### src/logic/pcdt_pkg.sv
// Purpose: Shared constants for the PLL clock divider tree
// Assumes: Core clock mclk_i at 40 MHz stands in for the PLL VCO output
// Notes: Divisor codes select powers of two for the frequency-select divisor
package pcdt_pkg;
    localparam int PCDT_REF_OSC_KHZ = 29491;
    localparam int PCDT_USB_REF_MHZ = 48;
    localparam int PCDT_CLK_PERIOD_NS = 25;
    localparam int PCDT_SETTLE_NS = 4000000;
    localparam int PCDT_SETTLE_CYC = PCDT_SETTLE_NS / PCDT_CLK_PERIOD_NS;
    localparam int PCDT_INIT_CYC = 3;
    localparam int PCDT_SWRST_CYC = 128;
    localparam int PCDT_MULT_W = 5;
    localparam int PCDT_FS_W = 2;
    localparam int PCDT_WEIGHT_W = 9;
    localparam int PCDT_CNT_W = 20;
    localparam logic [1:0] PCDT_FS_RESET = 2'h0;
    localparam int PCDT_CPU_BIT = 0;
    localparam int PCDT_HCLK_BIT = 1;
    localparam int PCDT_BBUS_BIT = 2;
    localparam int PCDT_EXT_PCI = 0;
    localparam int PCDT_EXT_LCD = 1;
    localparam int PCDT_EXT_SER = 2;
    localparam int PCDT_EXT_PAR = 3;
    localparam int PCDT_EXT_RX = 4;
    localparam int PCDT_EXT_TX = 5;
    localparam int PCDT_EXT_N = 6;
    typedef enum logic [1:0] {
        PCDT_ST_INIT = 2'b00,
        PCDT_ST_RUN = 2'b01,
        PCDT_ST_SETTLE = 2'b10,
        PCDT_ST_SWRST = 2'b11
    } pcdt_state_t;
endpackage

### src/logic/pcdt_edge_sync.sv
// Purpose: Bring an outside clock pin into mclk_i and flag its rising edges
// Assumes: Pin runs well below half of mclk_i
// Notes: First stage feeds only the second stage
module pcdt_edge_sync
    import pcdt_pkg::*;
(
    input wire logic mclk_i,
    input wire logic rst_n_i,
    input wire logic pin_i,
    output logic rise_o
);
    logic meta;
    logic stable;
    logic prev;
    logic next_rise;

    always_comb begin
        next_rise = stable & ~prev;
    end

    always_ff @(posedge mclk_i or negedge rst_n_i) begin
        if (!rst_n_i) begin
            meta <= 1'b0;
            stable <= 1'b0;
            prev <= 1'b0;
            rise_o <= 1'b0;
        end else begin
            meta <= pin_i;
            stable <= meta;
            prev <= stable;
            rise_o <= next_rise;
        end
    end
endmodule

### src/logic/pcdt_clock_tree.sv
// Purpose: PLL setting control, settle-and-reset sequence and clock enable tree
// Assumes: mclk_i is the VCO-rate clock; every derived clock is a one-cycle enable
// Notes: Settings requests and divider selects come from logic in the mclk_i domain
// Behaviour
// - System clocks derive through the PLL from an external reference oscillator.
// - VCO equals reference times multiplier field plus one, over divisor.
// - Processor clock VCO/2, main bus VCO/4, peripheral bus VCO/8.
// - PCI clock is VCO divided by 14, 12, 10 or 8.
// - LCD clock is VCO divided by 4, 8, 16 or 32.
// - Settings load at power-up; software changes limited to max down to half.
// - After a settings change, wait about 4 ms, then reset the system.
// - Clocks go to CPU, buses, PCI, LCD, timers, memory, serial and parallel.
// - MAC clocks come from PHY; RMII uses receive clock, transmit tied low.
// - PCI, LCD, serial and parallel modules may use an external clock.
// - USB runs from its own PLL fed by 48 MHz crystal or oscillator.
// - Five-bit multiplier is sampled from strap pins at power-up.
// - Writing one to the software-change bit resets the system.
module pcdt_clock_tree
    import pcdt_pkg::*;
#(
    parameter int SETTLE_CYCLES = PCDT_SETTLE_CYC
) (
    input wire logic mclk_i,
    input wire logic reset_n_i,
    input wire logic [4:0] strap_mult_i,
    input wire logic sw_change_i,
    input wire logic [4:0] sw_mult_i,
    input wire logic [1:0] sw_fs_i,
    input wire logic sw_sys_reset_i,
    input wire logic [1:0] pci_div_sel_i,
    input wire logic [1:0] lcd_div_sel_i,
    input wire logic [3:0] ext_sel_i,
    input wire logic [3:0] ext_clk_i,
    input wire logic rmii_mode_i,
    input wire logic rx_clk_i,
    input wire logic tx_clk_i,
    input wire logic usb_osc_direct_i,
    output logic [4:0] pll_multiplier_field_o,
    output logic [1:0] pll_freq_select_divisor_o,
    output logic cpu_en_o,
    output logic hclk_en_o,
    output logic bbus_en_o,
    output logic pci_en_o,
    output logic lcd_en_o,
    output logic ser_en_o,
    output logic par_en_o,
    output logic mac_rx_en_o,
    output logic mac_tx_en_o,
    output logic usb_pll_bypass_o,
    output logic sys_reset_n_o,
    output logic change_refused_o
);
    // Relative VCO rate at a fixed reference: (mult + 1) / 2^fs, scaled by 8
    function automatic logic [8:0] vco_weight(input logic [4:0] m, input logic [1:0] fs);
        logic [8:0] w;
        w = {4'h0, m} + 9'h001;
        vco_weight = (w << 3) >> fs;
    endfunction

    function automatic logic [4:0] pci_last(input logic [1:0] sel);
        case (sel)
            2'h0: pci_last = 5'h0D;
            2'h1: pci_last = 5'h0B;
            2'h2: pci_last = 5'h09;
            default: pci_last = 5'h07;
        endcase
    endfunction

    logic rst_meta;
    logic rst_n;
    logic [PCDT_EXT_N-1:0] pin_rise;
    logic [PCDT_EXT_N-1:0] pins;
    pcdt_state_t state, next_state;
    logic [PCDT_CNT_W-1:0] cnt, next_cnt;
    logic [4:0] mult, next_mult;
    logic [1:0] fs, next_fs;
    logic [8:0] max_w, next_max_w;
    logic refused, next_refused;
    logic sys_rst_n, next_sys_rst_n;
    logic [2:0] chain, next_chain;
    logic [4:0] pci_cnt, next_pci_cnt;
    logic [4:0] lcd_cnt, next_lcd_cnt;
    logic [9:0] en, next_en;
    logic [8:0] req_w;

    // Reset release is synchronised so every flop leaves reset at one edge
    always_ff @(posedge mclk_i or negedge reset_n_i) begin
        if (!reset_n_i) begin
            rst_meta <= 1'b0;
            rst_n <= 1'b0;
        end else begin
            rst_meta <= 1'b1;
            rst_n <= rst_meta;
        end
    end

    assign pins = {tx_clk_i, rx_clk_i, ext_clk_i};

    genvar g;
    generate
        for (g = 0; g < PCDT_EXT_N; g++) begin : g_pin
            pcdt_edge_sync u_sync (
                .mclk_i(mclk_i),
                .rst_n_i(rst_n),
                .pin_i(pins[g]),
                .rise_o(pin_rise[g])
            );
        end
    endgenerate

    // Strap pins are quasi-static; double sampled before capture
    logic [4:0] strap_meta;
    logic [4:0] strap_sync;
    always_ff @(posedge mclk_i or negedge rst_n) begin
        if (!rst_n) begin
            strap_meta <= 5'h00;
            strap_sync <= 5'h00;
        end else begin
            strap_meta <= strap_mult_i;
            strap_sync <= strap_meta;
        end
    end

    always_comb begin
        req_w = vco_weight(sw_mult_i, sw_fs_i);
        next_state = state;
        next_cnt = cnt;
        next_mult = mult;
        next_fs = fs;
        next_max_w = max_w;
        next_refused = 1'b0;
        next_sys_rst_n = 1'b0;
        case (state)
            PCDT_ST_INIT: begin
                next_cnt = cnt + 20'h00001;
                if (cnt == PCDT_CNT_W'(PCDT_INIT_CYC)) begin
                    next_mult = strap_sync;
                    next_fs = PCDT_FS_RESET;
                    next_max_w = vco_weight(strap_sync, PCDT_FS_RESET);
                    next_cnt = '0;
                    next_state = PCDT_ST_SETTLE;
                end
            end
            PCDT_ST_RUN: begin
                next_sys_rst_n = 1'b1;
                if (sw_change_i) begin
                    // Only max rate down to half of it is accepted
                    if (req_w <= max_w && {req_w, 1'b0} >= {1'b0, max_w}) begin
                        next_mult = sw_mult_i;
                        next_fs = sw_fs_i;
                        next_cnt = '0;
                        next_sys_rst_n = 1'b0;
                        next_state = PCDT_ST_SETTLE;
                    end else begin
                        next_refused = 1'b1;
                    end
                end else if (sw_sys_reset_i) begin
                    next_cnt = '0;
                    next_sys_rst_n = 1'b0;
                    next_state = PCDT_ST_SWRST;
                end
            end
            PCDT_ST_SETTLE: begin
                next_cnt = cnt + 20'h00001;
                if (cnt >= PCDT_CNT_W'(SETTLE_CYCLES - 1)) begin
                    next_cnt = '0;
                    next_sys_rst_n = 1'b1;
                    next_state = PCDT_ST_RUN;
                end
            end
            PCDT_ST_SWRST: begin
                next_cnt = cnt + 20'h00001;
                if (cnt >= PCDT_CNT_W'(PCDT_SWRST_CYC - 1)) begin
                    next_cnt = '0;
                    next_sys_rst_n = 1'b1;
                    next_state = PCDT_ST_RUN;
                end
            end
            default: begin
                next_cnt = '0;
                next_state = PCDT_ST_INIT;
            end
        endcase
    end

    always_ff @(posedge mclk_i or negedge rst_n) begin
        if (!rst_n) begin
            state <= PCDT_ST_INIT;
            cnt <= '0;
            mult <= 5'h00;
            fs <= 2'h0;
            max_w <= 9'h000;
            refused <= 1'b0;
            sys_rst_n <= 1'b0;
        end else begin
            state <= next_state;
            cnt <= next_cnt;
            mult <= next_mult;
            fs <= next_fs;
            max_w <= next_max_w;
            refused <= next_refused;
            sys_rst_n <= next_sys_rst_n;
        end
    end

    // Dividers run only while the PLL is trusted, so enables stop in reset
    always_comb begin
        next_chain = '0;
        next_pci_cnt = '0;
        next_lcd_cnt = '0;
        next_en = '0;
        if (sys_rst_n) begin
            next_chain = chain + 3'h1;
            next_pci_cnt = (pci_cnt >= pci_last(pci_div_sel_i)) ? 5'h00 : pci_cnt + 5'h01;
            next_lcd_cnt = lcd_cnt + 5'h01;
            next_en[0] = chain[PCDT_CPU_BIT];
            next_en[1] = &chain[PCDT_HCLK_BIT:0];
            next_en[2] = &chain[PCDT_BBUS_BIT:0];
            next_en[3] = ext_sel_i[PCDT_EXT_PCI] ? pin_rise[PCDT_EXT_PCI] :
                         (pci_cnt == pci_last(pci_div_sel_i));
            next_en[4] = ext_sel_i[PCDT_EXT_LCD] ? pin_rise[PCDT_EXT_LCD] :
                         &(lcd_cnt | ~((5'h04 << lcd_div_sel_i) - 5'h01));
            // Serial and parallel modules hang off the peripheral bus rate
            next_en[5] = ext_sel_i[PCDT_EXT_SER] ? pin_rise[PCDT_EXT_SER] : &chain;
            next_en[6] = ext_sel_i[PCDT_EXT_PAR] ? pin_rise[PCDT_EXT_PAR] : &chain;
            next_en[7] = pin_rise[PCDT_EXT_RX];
            // In RMII the transmit pin is tied low, so transmit follows receive
            next_en[8] = rmii_mode_i ? pin_rise[PCDT_EXT_RX] : pin_rise[PCDT_EXT_TX];
        end
        next_en[9] = usb_osc_direct_i;
    end

    always_ff @(posedge mclk_i or negedge rst_n) begin
        if (!rst_n) begin
            chain <= 3'h0;
            pci_cnt <= 5'h00;
            lcd_cnt <= 5'h00;
            en <= 10'h000;
        end else begin
            chain <= next_chain;
            pci_cnt <= next_pci_cnt;
            lcd_cnt <= next_lcd_cnt;
            en <= next_en;
        end
    end

    // Outputs taken straight from flops
    assign pll_multiplier_field_o = mult;
    assign pll_freq_select_divisor_o = fs;
    assign cpu_en_o = en[0];
    assign hclk_en_o = en[1];
    assign bbus_en_o = en[2];
    assign pci_en_o = en[3];
    assign lcd_en_o = en[4];
    assign ser_en_o = en[5];
    assign par_en_o = en[6];
    assign mac_rx_en_o = en[7];
    assign mac_tx_en_o = en[8];
    assign usb_pll_bypass_o = en[9];
    assign sys_reset_n_o = sys_rst_n;
    assign change_refused_o = refused;
endmodule

### config.mk
export PLATFORM = sky130hd
export DESIGN_NAME = pcdt_clock_tree
export DESIGN_NICKNAME = d
export VERILOG_FILES = /design/src/logic/pcdt_pkg.sv /design/src/logic/pcdt_edge_sync.sv /design/src/logic/pcdt_clock_tree.sv
export SDC_FILE = /design/constraint.sdc
export NUM_CORES = 1
export LEC_CHECK = 0
export ABC_AREA = 0
export ABC_CLOCK_PERIOD_IN_PS = 3400
export BUFFER_PORTS_ARGS = -buffer_cell sky130_fd_sc_hd__buf_2
export CELL_PAD_IN_SITES_DETAIL_PLACEMENT = 0
export CELL_PAD_IN_SITES_GLOBAL_PLACEMENT = 1
export CORE_MARGIN = 4
export CORE_UTILIZATION = 40
export CTS_CLUSTER_SIZE = 40
export DETAILED_ROUTE_END_ITERATION = 10
export PLACE_DENSITY = 0.73
export SYNTH_ARGS = -nofsm -noshare
export SYNTH_HDL_FRONTEND = slang
export SYNTH_SLANG_ARGS = --single-unit
### constraint.sdc
create_clock -name mclk_i -period 3.4 [get_ports mclk_i]
set_input_delay 0.17 -clock mclk_i [delete_from_list [all_inputs] [get_ports mclk_i]]
set_output_delay 0.17 -clock mclk_i [all_outputs]
set_load 0.1 [all_outputs]
## Word level (Yosys, flattened, before mapping)

Index checks and enable logic that the tools add are counted.

| operators by class | value |
|---|---|
| add/sub/neg operators | 7 |
| magnitude comparators | 5 |
| equal/unequal tests | 14 |
| shift-type cells | 2 |
| multiplexer cells | 42 |
| bitwise logic cells | 14 |
| reductions and logical operators | 11 |

Operator list:

| kind | number |
|---|---|
| $mux 20 | 6 |
| $pmux 20 s4 | 1 |
| $mux 5 | 7 |
| $add 20x1->20 const B | 1 |
| $eq 20x2->1 const B | 1 |
| $ge 20x18->1 const B | 1 |
| $ge 20x7->1 const B | 1 |
| $mux 2 | 9 |
| $add 5x1->6 const B | 2 |
| $mux 1 | 12 |
| $pmux 4 s3 | 1 |
| $add 5x1->5 const B | 2 |
| $ge 10x9->1 | 1 |
| $ne 2x2->1 const B | 5 |
| $pmux 5 s2 | 1 |
| $reduce_and 5->1 | 2 |
| $le 9x9->1 | 1 |
| $mux 9 | 1 |
| $shr 9x2->9 | 1 |
| $pmux 2 s4 | 1 |
| $and 1x1->1 | 6 |
| $eq 2x2->1 const B | 3 |
| $ne 3x3->1 const B | 2 |
| $not 1->1 | 6 |
| other kinds (17) | 21 |

| storage, ports and cells | value |
|---|---|
| register bits after elaboration | 96 |
| bits of input ports | 32 |
| word-level logic and storage cells | 134 |

## Logic depth before layout (Yosys ltp)

| depth | value |
|---|---|
| depth after elaboration | 7 |
| depth in mapped cells | 16 |
| mapped depth without buffers | 15 |

## Modules after synthesis

From an unflattened synthesis, not the netlist that was laid out.

| unflattened totals | value |
|---|---|
| cells, all modules | 433 |
| area, all modules | 4566.9 sq um |

By module, submodules not included:

| module | times used | cells each | area an instance (sq um) |
|---|---|---|---|
| pcdt_clock_tree | 1 | 403 | 3883.7 |
| pcdt_edge_sync | 6 | 5 | 113.9 |

## Least setup slack after synthesis

OpenSTA, ideal clock, no wires.

| timing path | value |
|---|---|
| kind | input to register |
| from | input sw_mult_i[0] |
| to | register cnt[18] |
| library setup time | 0.130 ns |
| data arrival time | 2.758 ns |
| setup slack | 0.512 ns |
| stages | 13 |
| buffers on the path | 0 |
| cells stage by stage | ha_1 > xnor2_1 > nor2_1 > a31oi_1 > mux2i_1 > ha_1 > nand2_1 > a211o_1 > or3_4 > a32oi_4 > o2111ai_2 > o21a_1 > a2bb2oi_1 |

| between the ends | value |
|---|---|
| word-level cells in the longest chain between the ends | 6 |

RTL lines:

| element | RTL line | RTL |
|---|---|---|
| start: declaration | pcdt_clock_tree.sv:27 | `input wire logic [4:0] sw_mult_i,` |
| $add 5x1->6 * | pcdt_clock_tree.sv:56 | `w = {4'h0, m} + 9'h001;` |
| $shr 9x2->9 * | pcdt_clock_tree.sv:57 | `vco_weight = (w << 3) >> fs;` |
| $ge 10x9->1 / $le 9x9->1 (equally long branches) | pcdt_clock_tree.sv:148 | `if (req_w <= max_w && {req_w, 1'b0} >= {1'b0, max_w}) begin` |
| $logic_and 1x1->1 * | pcdt_clock_tree.sv:148 |  |
| $ne 3x3->1 (no source line) * | -- |  |
| $reduce_and 2->1 (no source line) * | -- |  |
| end signal: assignment | pcdt_clock_tree.sv:197 | `cnt <= next_cnt;` |
| end: declaration | pcdt_clock_tree.sv:74 | `logic [PCDT_CNT_W-1:0] cnt, next_cnt;` |

Every way passes the cells marked *; elsewhere a longest branch is shown, timed or not.
A chain may end at the register's enable or synchronous reset.

## Final worst setup path

| timing path | value |
|---|---|
| from | input sw_mult_i[1] |
| to | register cnt[18] |

The elaborated chain is that of the path after synthesis.

==> flow_summary.json <==
{
  "run_status": "finished clean",
  "synth.distinct_cells": 54,
  "number_of_clock_buffers_inserted_by_tritoncts": 9,
  "number_of_antenna_violations_at_the_first_check_in_global_routing": 0,
  "timing_max_transition_violations_final": 0,
  "netlist_area_um2": 4490,
  "hold_crit_class": "in2reg",
  "hpwlAfterDp_um": 6630,
  "timing_worst_slew_pin_value_ps": 747,
  "clkTransAtPathRegs_ps": 70,
  "grt_pass1_vias": 3330,
  "gr-usage-all-layers_pct": 15.0,
  "grt.overflow.total": 0,
  "cts_num_sinks": 96,
  "worstHoldStart": "ext_sel_i[1]",
  "timing.critical_path.arrival_ps": 3130,
  "drt_pass1_iterations": 4,
  "number_of_top_level_pins": 51,
  "period_minus_slack_ps": 2930,
  "rrSetupSlack_ps": 860,
  "worstSetupStartpointType": "input pin",
  "clk_root_buffer_cell": "sky130_fd_sc_hd__clkbuf_16",
  "min_to": "en[4]$_DFF_PN0_",
  "insertion_delay_to_the_later_sink_of_the_worst_skew_pair_ps": 330,
  "setup_bufs_post_cts": 0,
  "slew_headroom_pct": 50.2,
  "synth_enable_flop_cells": 0,
  "io_buffers": 50,
  "rr_worst_depth": 9,
  "antenna_violating_nets_post_route": 0,
  "p_leak_nw": 2.62,
  "synth_seq_area_share_pct": 53.5,
  "synth_top_cell_area_share_pct": 53.5,
  "final_layout_size_suffix_gt1_share_pct": 19.1,
  "synth_warnings": 0,
  "whs_path_depth": 3,
  "timing.critical_path.fanout_max": 5,
  "tritoncts": "done",
  "reg2reg_to": "cnt[3]$_DFFE_PN0P_",
  "worst_ir_drop_vdd_mv": 0.291,
  "instances_no_fill": 633,
  "worst_r2r_src": "cnt[0]$_DFFE_PN0P_",
  "postRouteWirelength_um": 9190,
  "drt_drc_violations_left": 0,
  "grt_setup_unrepaired": "false",
  "globalplace.congestion": 0.813,
  "floorplan.die.height_um": 114,
  "initial_utilization_pct": 41.1,
  "end_kind": "register",
  "clock-skew-final_ps": 6.50,
  "routed_wire_length_per_instance_um": 14.5,
  "setup_tns_ps": 0,
  "area.sequential_um2": 2410,
  "number_of_inserted_diodes": 0,
  "synth_largest_area_cell": "sky130_fd_sc_hd__dfrtp_1",
  "core_box_area_um2": 10900,
  "ys_ff_latch": 96,
  "total_area_of_multi_input_combinational_cells_um2": 1960,
  "die_area_um2": 13000,
  "final.setup.worst_slack_ps": 469,
  "dr.first_iter.drc_count": 266,
  "report.final.hold_viol_count": 0,
  "vias": 3236,
  "grt_pass1_wl_um": 15900,
  "fraction_of_the_cycle_the_final_worst_path_needs_pct": 86.2,
  "power-per-cell-area_nw_per_um2": 431,
  "worst-setup-path-type": "in2reg",
  "num-nets-final": 543,
  "synth_area_per_cell_um2": 10.8,
  "post_synthesis_net_count": 472,
  "report.final.setup_viol": 0,
  "maxClockFrequency_mhz": 341,
  "detail_route.vias_per_cell": 5.11,
  "die_w_um": 114,
  "p_total_mw": 2.32,
  "synth_cells": 417,
  "filler_cell_count": 1017,
  "cap_viol_max_count": 0,
  "place_inst": 604,
  "dominantRegCellSynth": "sky130_fd_sc_hd__dfrtp_1",
  "area_growth_syn_to_layout_pct": 19.9,
  "synth.top_cells.by_area": "sky130_fd_sc_hd__dfrtp_1 53%, sky130_fd_sc_hd__ha_1 6.4%, sky130_fd_sc_hd__o21ai_0 3.1%, sky130_fd_sc_hd__nand2_1 3.1%, sky130_fd_sc_hd__nor2_1 2.6%",
  "synth_async_sr_flop_share_pct": 100,
  "clock_path_buffers": 2,
  "num_rows": 38,
  "htreeDepth": 3,
  "worst_ep_required_time_ps": 3600,
  "pre_cts_ws_ps": 124,
  "maximum_number_of_pins_on_one_net_before_global_route_repair": 59
}
[layer usage]
layer	up-vias	track usage (%)	part of all wire [%]	routed length [µm]
li1	1602	-	-	-
met1	1561	20.6	46	4220
met2	65	24.4	49	4510
met3	8	2.92	4.0	365
met4	0	4.28	0.96	88
met5	-	0	0	0
[worst max-delay path, cell delays in order]
cell                        delay (ps)
sky130_fd_sc_hd__buf_2             130
sky130_fd_sc_hd__ha_1              250
sky130_fd_sc_hd__xnor2_1           260
sky130_fd_sc_hd__nor2_1             60
sky130_fd_sc_hd__a31oi_1           190
sky130_fd_sc_hd__mux2i_1           130
sky130_fd_sc_hd__ha_1              310
sky130_fd_sc_hd__nand2_1            60
sky130_fd_sc_hd__a211o_1           260
sky130_fd_sc_hd__or3_4             340
sky130_fd_sc_hd__a32oi_4           300
sky130_fd_sc_hd__buf_4             190
sky130_fd_sc_hd__o2111ai_2         150
sky130_fd_sc_hd__o21a_1            200
sky130_fd_sc_hd__a2bb2oi_1         130
[kinds of logic after synthesis]
group | share of synthesized area [%]
other | 0.0835
buffers and inverters | 2.90
XOR/XNOR | 3.31
AND/OR/NAND/NOR | 16.5
adder cells (fa/ha/maj) | 6.40
AO/OA/AOI/OAI | 12.7
multiplexers | 4.71
flip-flops | 53.5
[timing repair]
item                      in CTS  in global routing
hold buffers                  13                  0
hold endpoints to repair      14                  0
resized for setup              0                  0
[power breakdown]
group          leakage, nW  internal, mW  switching, mW  total [mW]
Clock                0.150         0.597          0.418        1.02
Sequential            1.20          1.16         0.0237        1.19
Combinational         1.27        0.0549         0.0653       0.120
[per-stage QoR]
step                util [%]  area, µm²  hold slack, ps
floorplan                  -       4490            -126
global placement        45.3       4950           -45.3
detailed placement      45.3       4950           -39.3
CTS                     49.3       5390             110
global route            49.3       5390             148
finish                  49.3       5390             119
[how the worst max path moves through the flow]
stage	cells after the start	to	start	slack (ps)
2_1_floorplan	13	cnt[18]$_DFFE_PN0P_	sw_mult_i[0]	510
3_3_place_gp	15	cnt[18]$_DFFE_PN0P_	sw_mult_i[1]	210
3_5_place_dp	15	cnt[18]$_DFFE_PN0P_	sw_mult_i[1]	120
4_1_cts	15	cnt[18]$_DFFE_PN0P_	sw_mult_i[1]	480
5_1_grt	15	cnt[18]$_DFFE_PN0P_	sw_mult_i[1]	140
6_report	15	cnt[18]$_DFFE_PN0P_	sw_mult_i[1]	470
[layout by cell type (no fill, tap or decap), drive strengths merged, types with 2 or more instances in the layout]
cell type,synthesis,final
a211oi,4,4
a21o,3,3
a21oi,13,13
a22o,3,3
a31oi,11,11
and2,12,12
and3,6,6
buf,4,60
clkbuf,9,11
clkinv,0,3
dfrtp,96,96
dlygate4sd3,0,13
ha,23,23
inv,19,20
mux2,10,10
mux2i,8,8
nand2,37,37
nand2b,6,6
nand3,17,17
nand4,8,8
nor2,32,32
nor2b,14,14
nor3,7,7
nor4,4,4
o2111ai,3,3
o21a,2,2
o21ai,30,30
o31ai,3,3
xnor2,8,8
xor2,9,9
[cell usage after synthesis, types with 2 or more instances]
cell	n
sky130_fd_sc_hd__a21o_1	3
sky130_fd_sc_hd__nor4_1	4
sky130_fd_sc_hd__xnor2_1	8
sky130_fd_sc_hd__a31oi_1	11
sky130_fd_sc_hd__dfrtp_1	96
sky130_fd_sc_hd__a21oi_1	12
sky130_fd_sc_hd__nor2_1	31
sky130_fd_sc_hd__nand3_1	17
sky130_fd_sc_hd__nor2b_1	14
sky130_fd_sc_hd__nand2b_1	6
sky130_fd_sc_hd__and3_1	6
sky130_fd_sc_hd__mux2_4	5
sky130_fd_sc_hd__o2111ai_1	2
sky130_fd_sc_hd__o21ai_0	28
sky130_fd_sc_hd__o21a_1	2
sky130_fd_sc_hd__ha_1	23
sky130_fd_sc_hd__o31ai_1	2
sky130_fd_sc_hd__o21ai_1	2
sky130_fd_sc_hd__mux2i_1	8
sky130_fd_sc_hd__clkbuf_1	9
sky130_fd_sc_hd__nor3_1	6
sky130_fd_sc_hd__nand4_1	8
sky130_fd_sc_hd__a211oi_1	4
sky130_fd_sc_hd__nand2_1	37
sky130_fd_sc_hd__and2_1	11
sky130_fd_sc_hd__xor2_1	9
sky130_fd_sc_hd__a22o_1	3
sky130_fd_sc_hd__mux2_2	5
sky130_fd_sc_hd__buf_2	2
sky130_fd_sc_hd__inv_1	19
[registers in the layout (all words and copies together) (netlist names), 6 cells and up]
name,flops
cnt,20
en,10
g_pin.u_sync.meta,6
g_pin.u_sync.prev,6
g_pin.u_sync.rise_o,6
g_pin.u_sync.stable,6
max_w,6
[cell type report]
type | count | area share (%)
clock inverter | 5 | 1.21
sequential | 96 | 44.6
tap | 140 | 3.25
inverter | 19 | 1.32
multi-input combinational | 289 | 36.4
clock buffer | 11 | 4.50
timing repair buffer | 73 | 8.68
No activity file was read; power rests on OpenSTA's default activity.
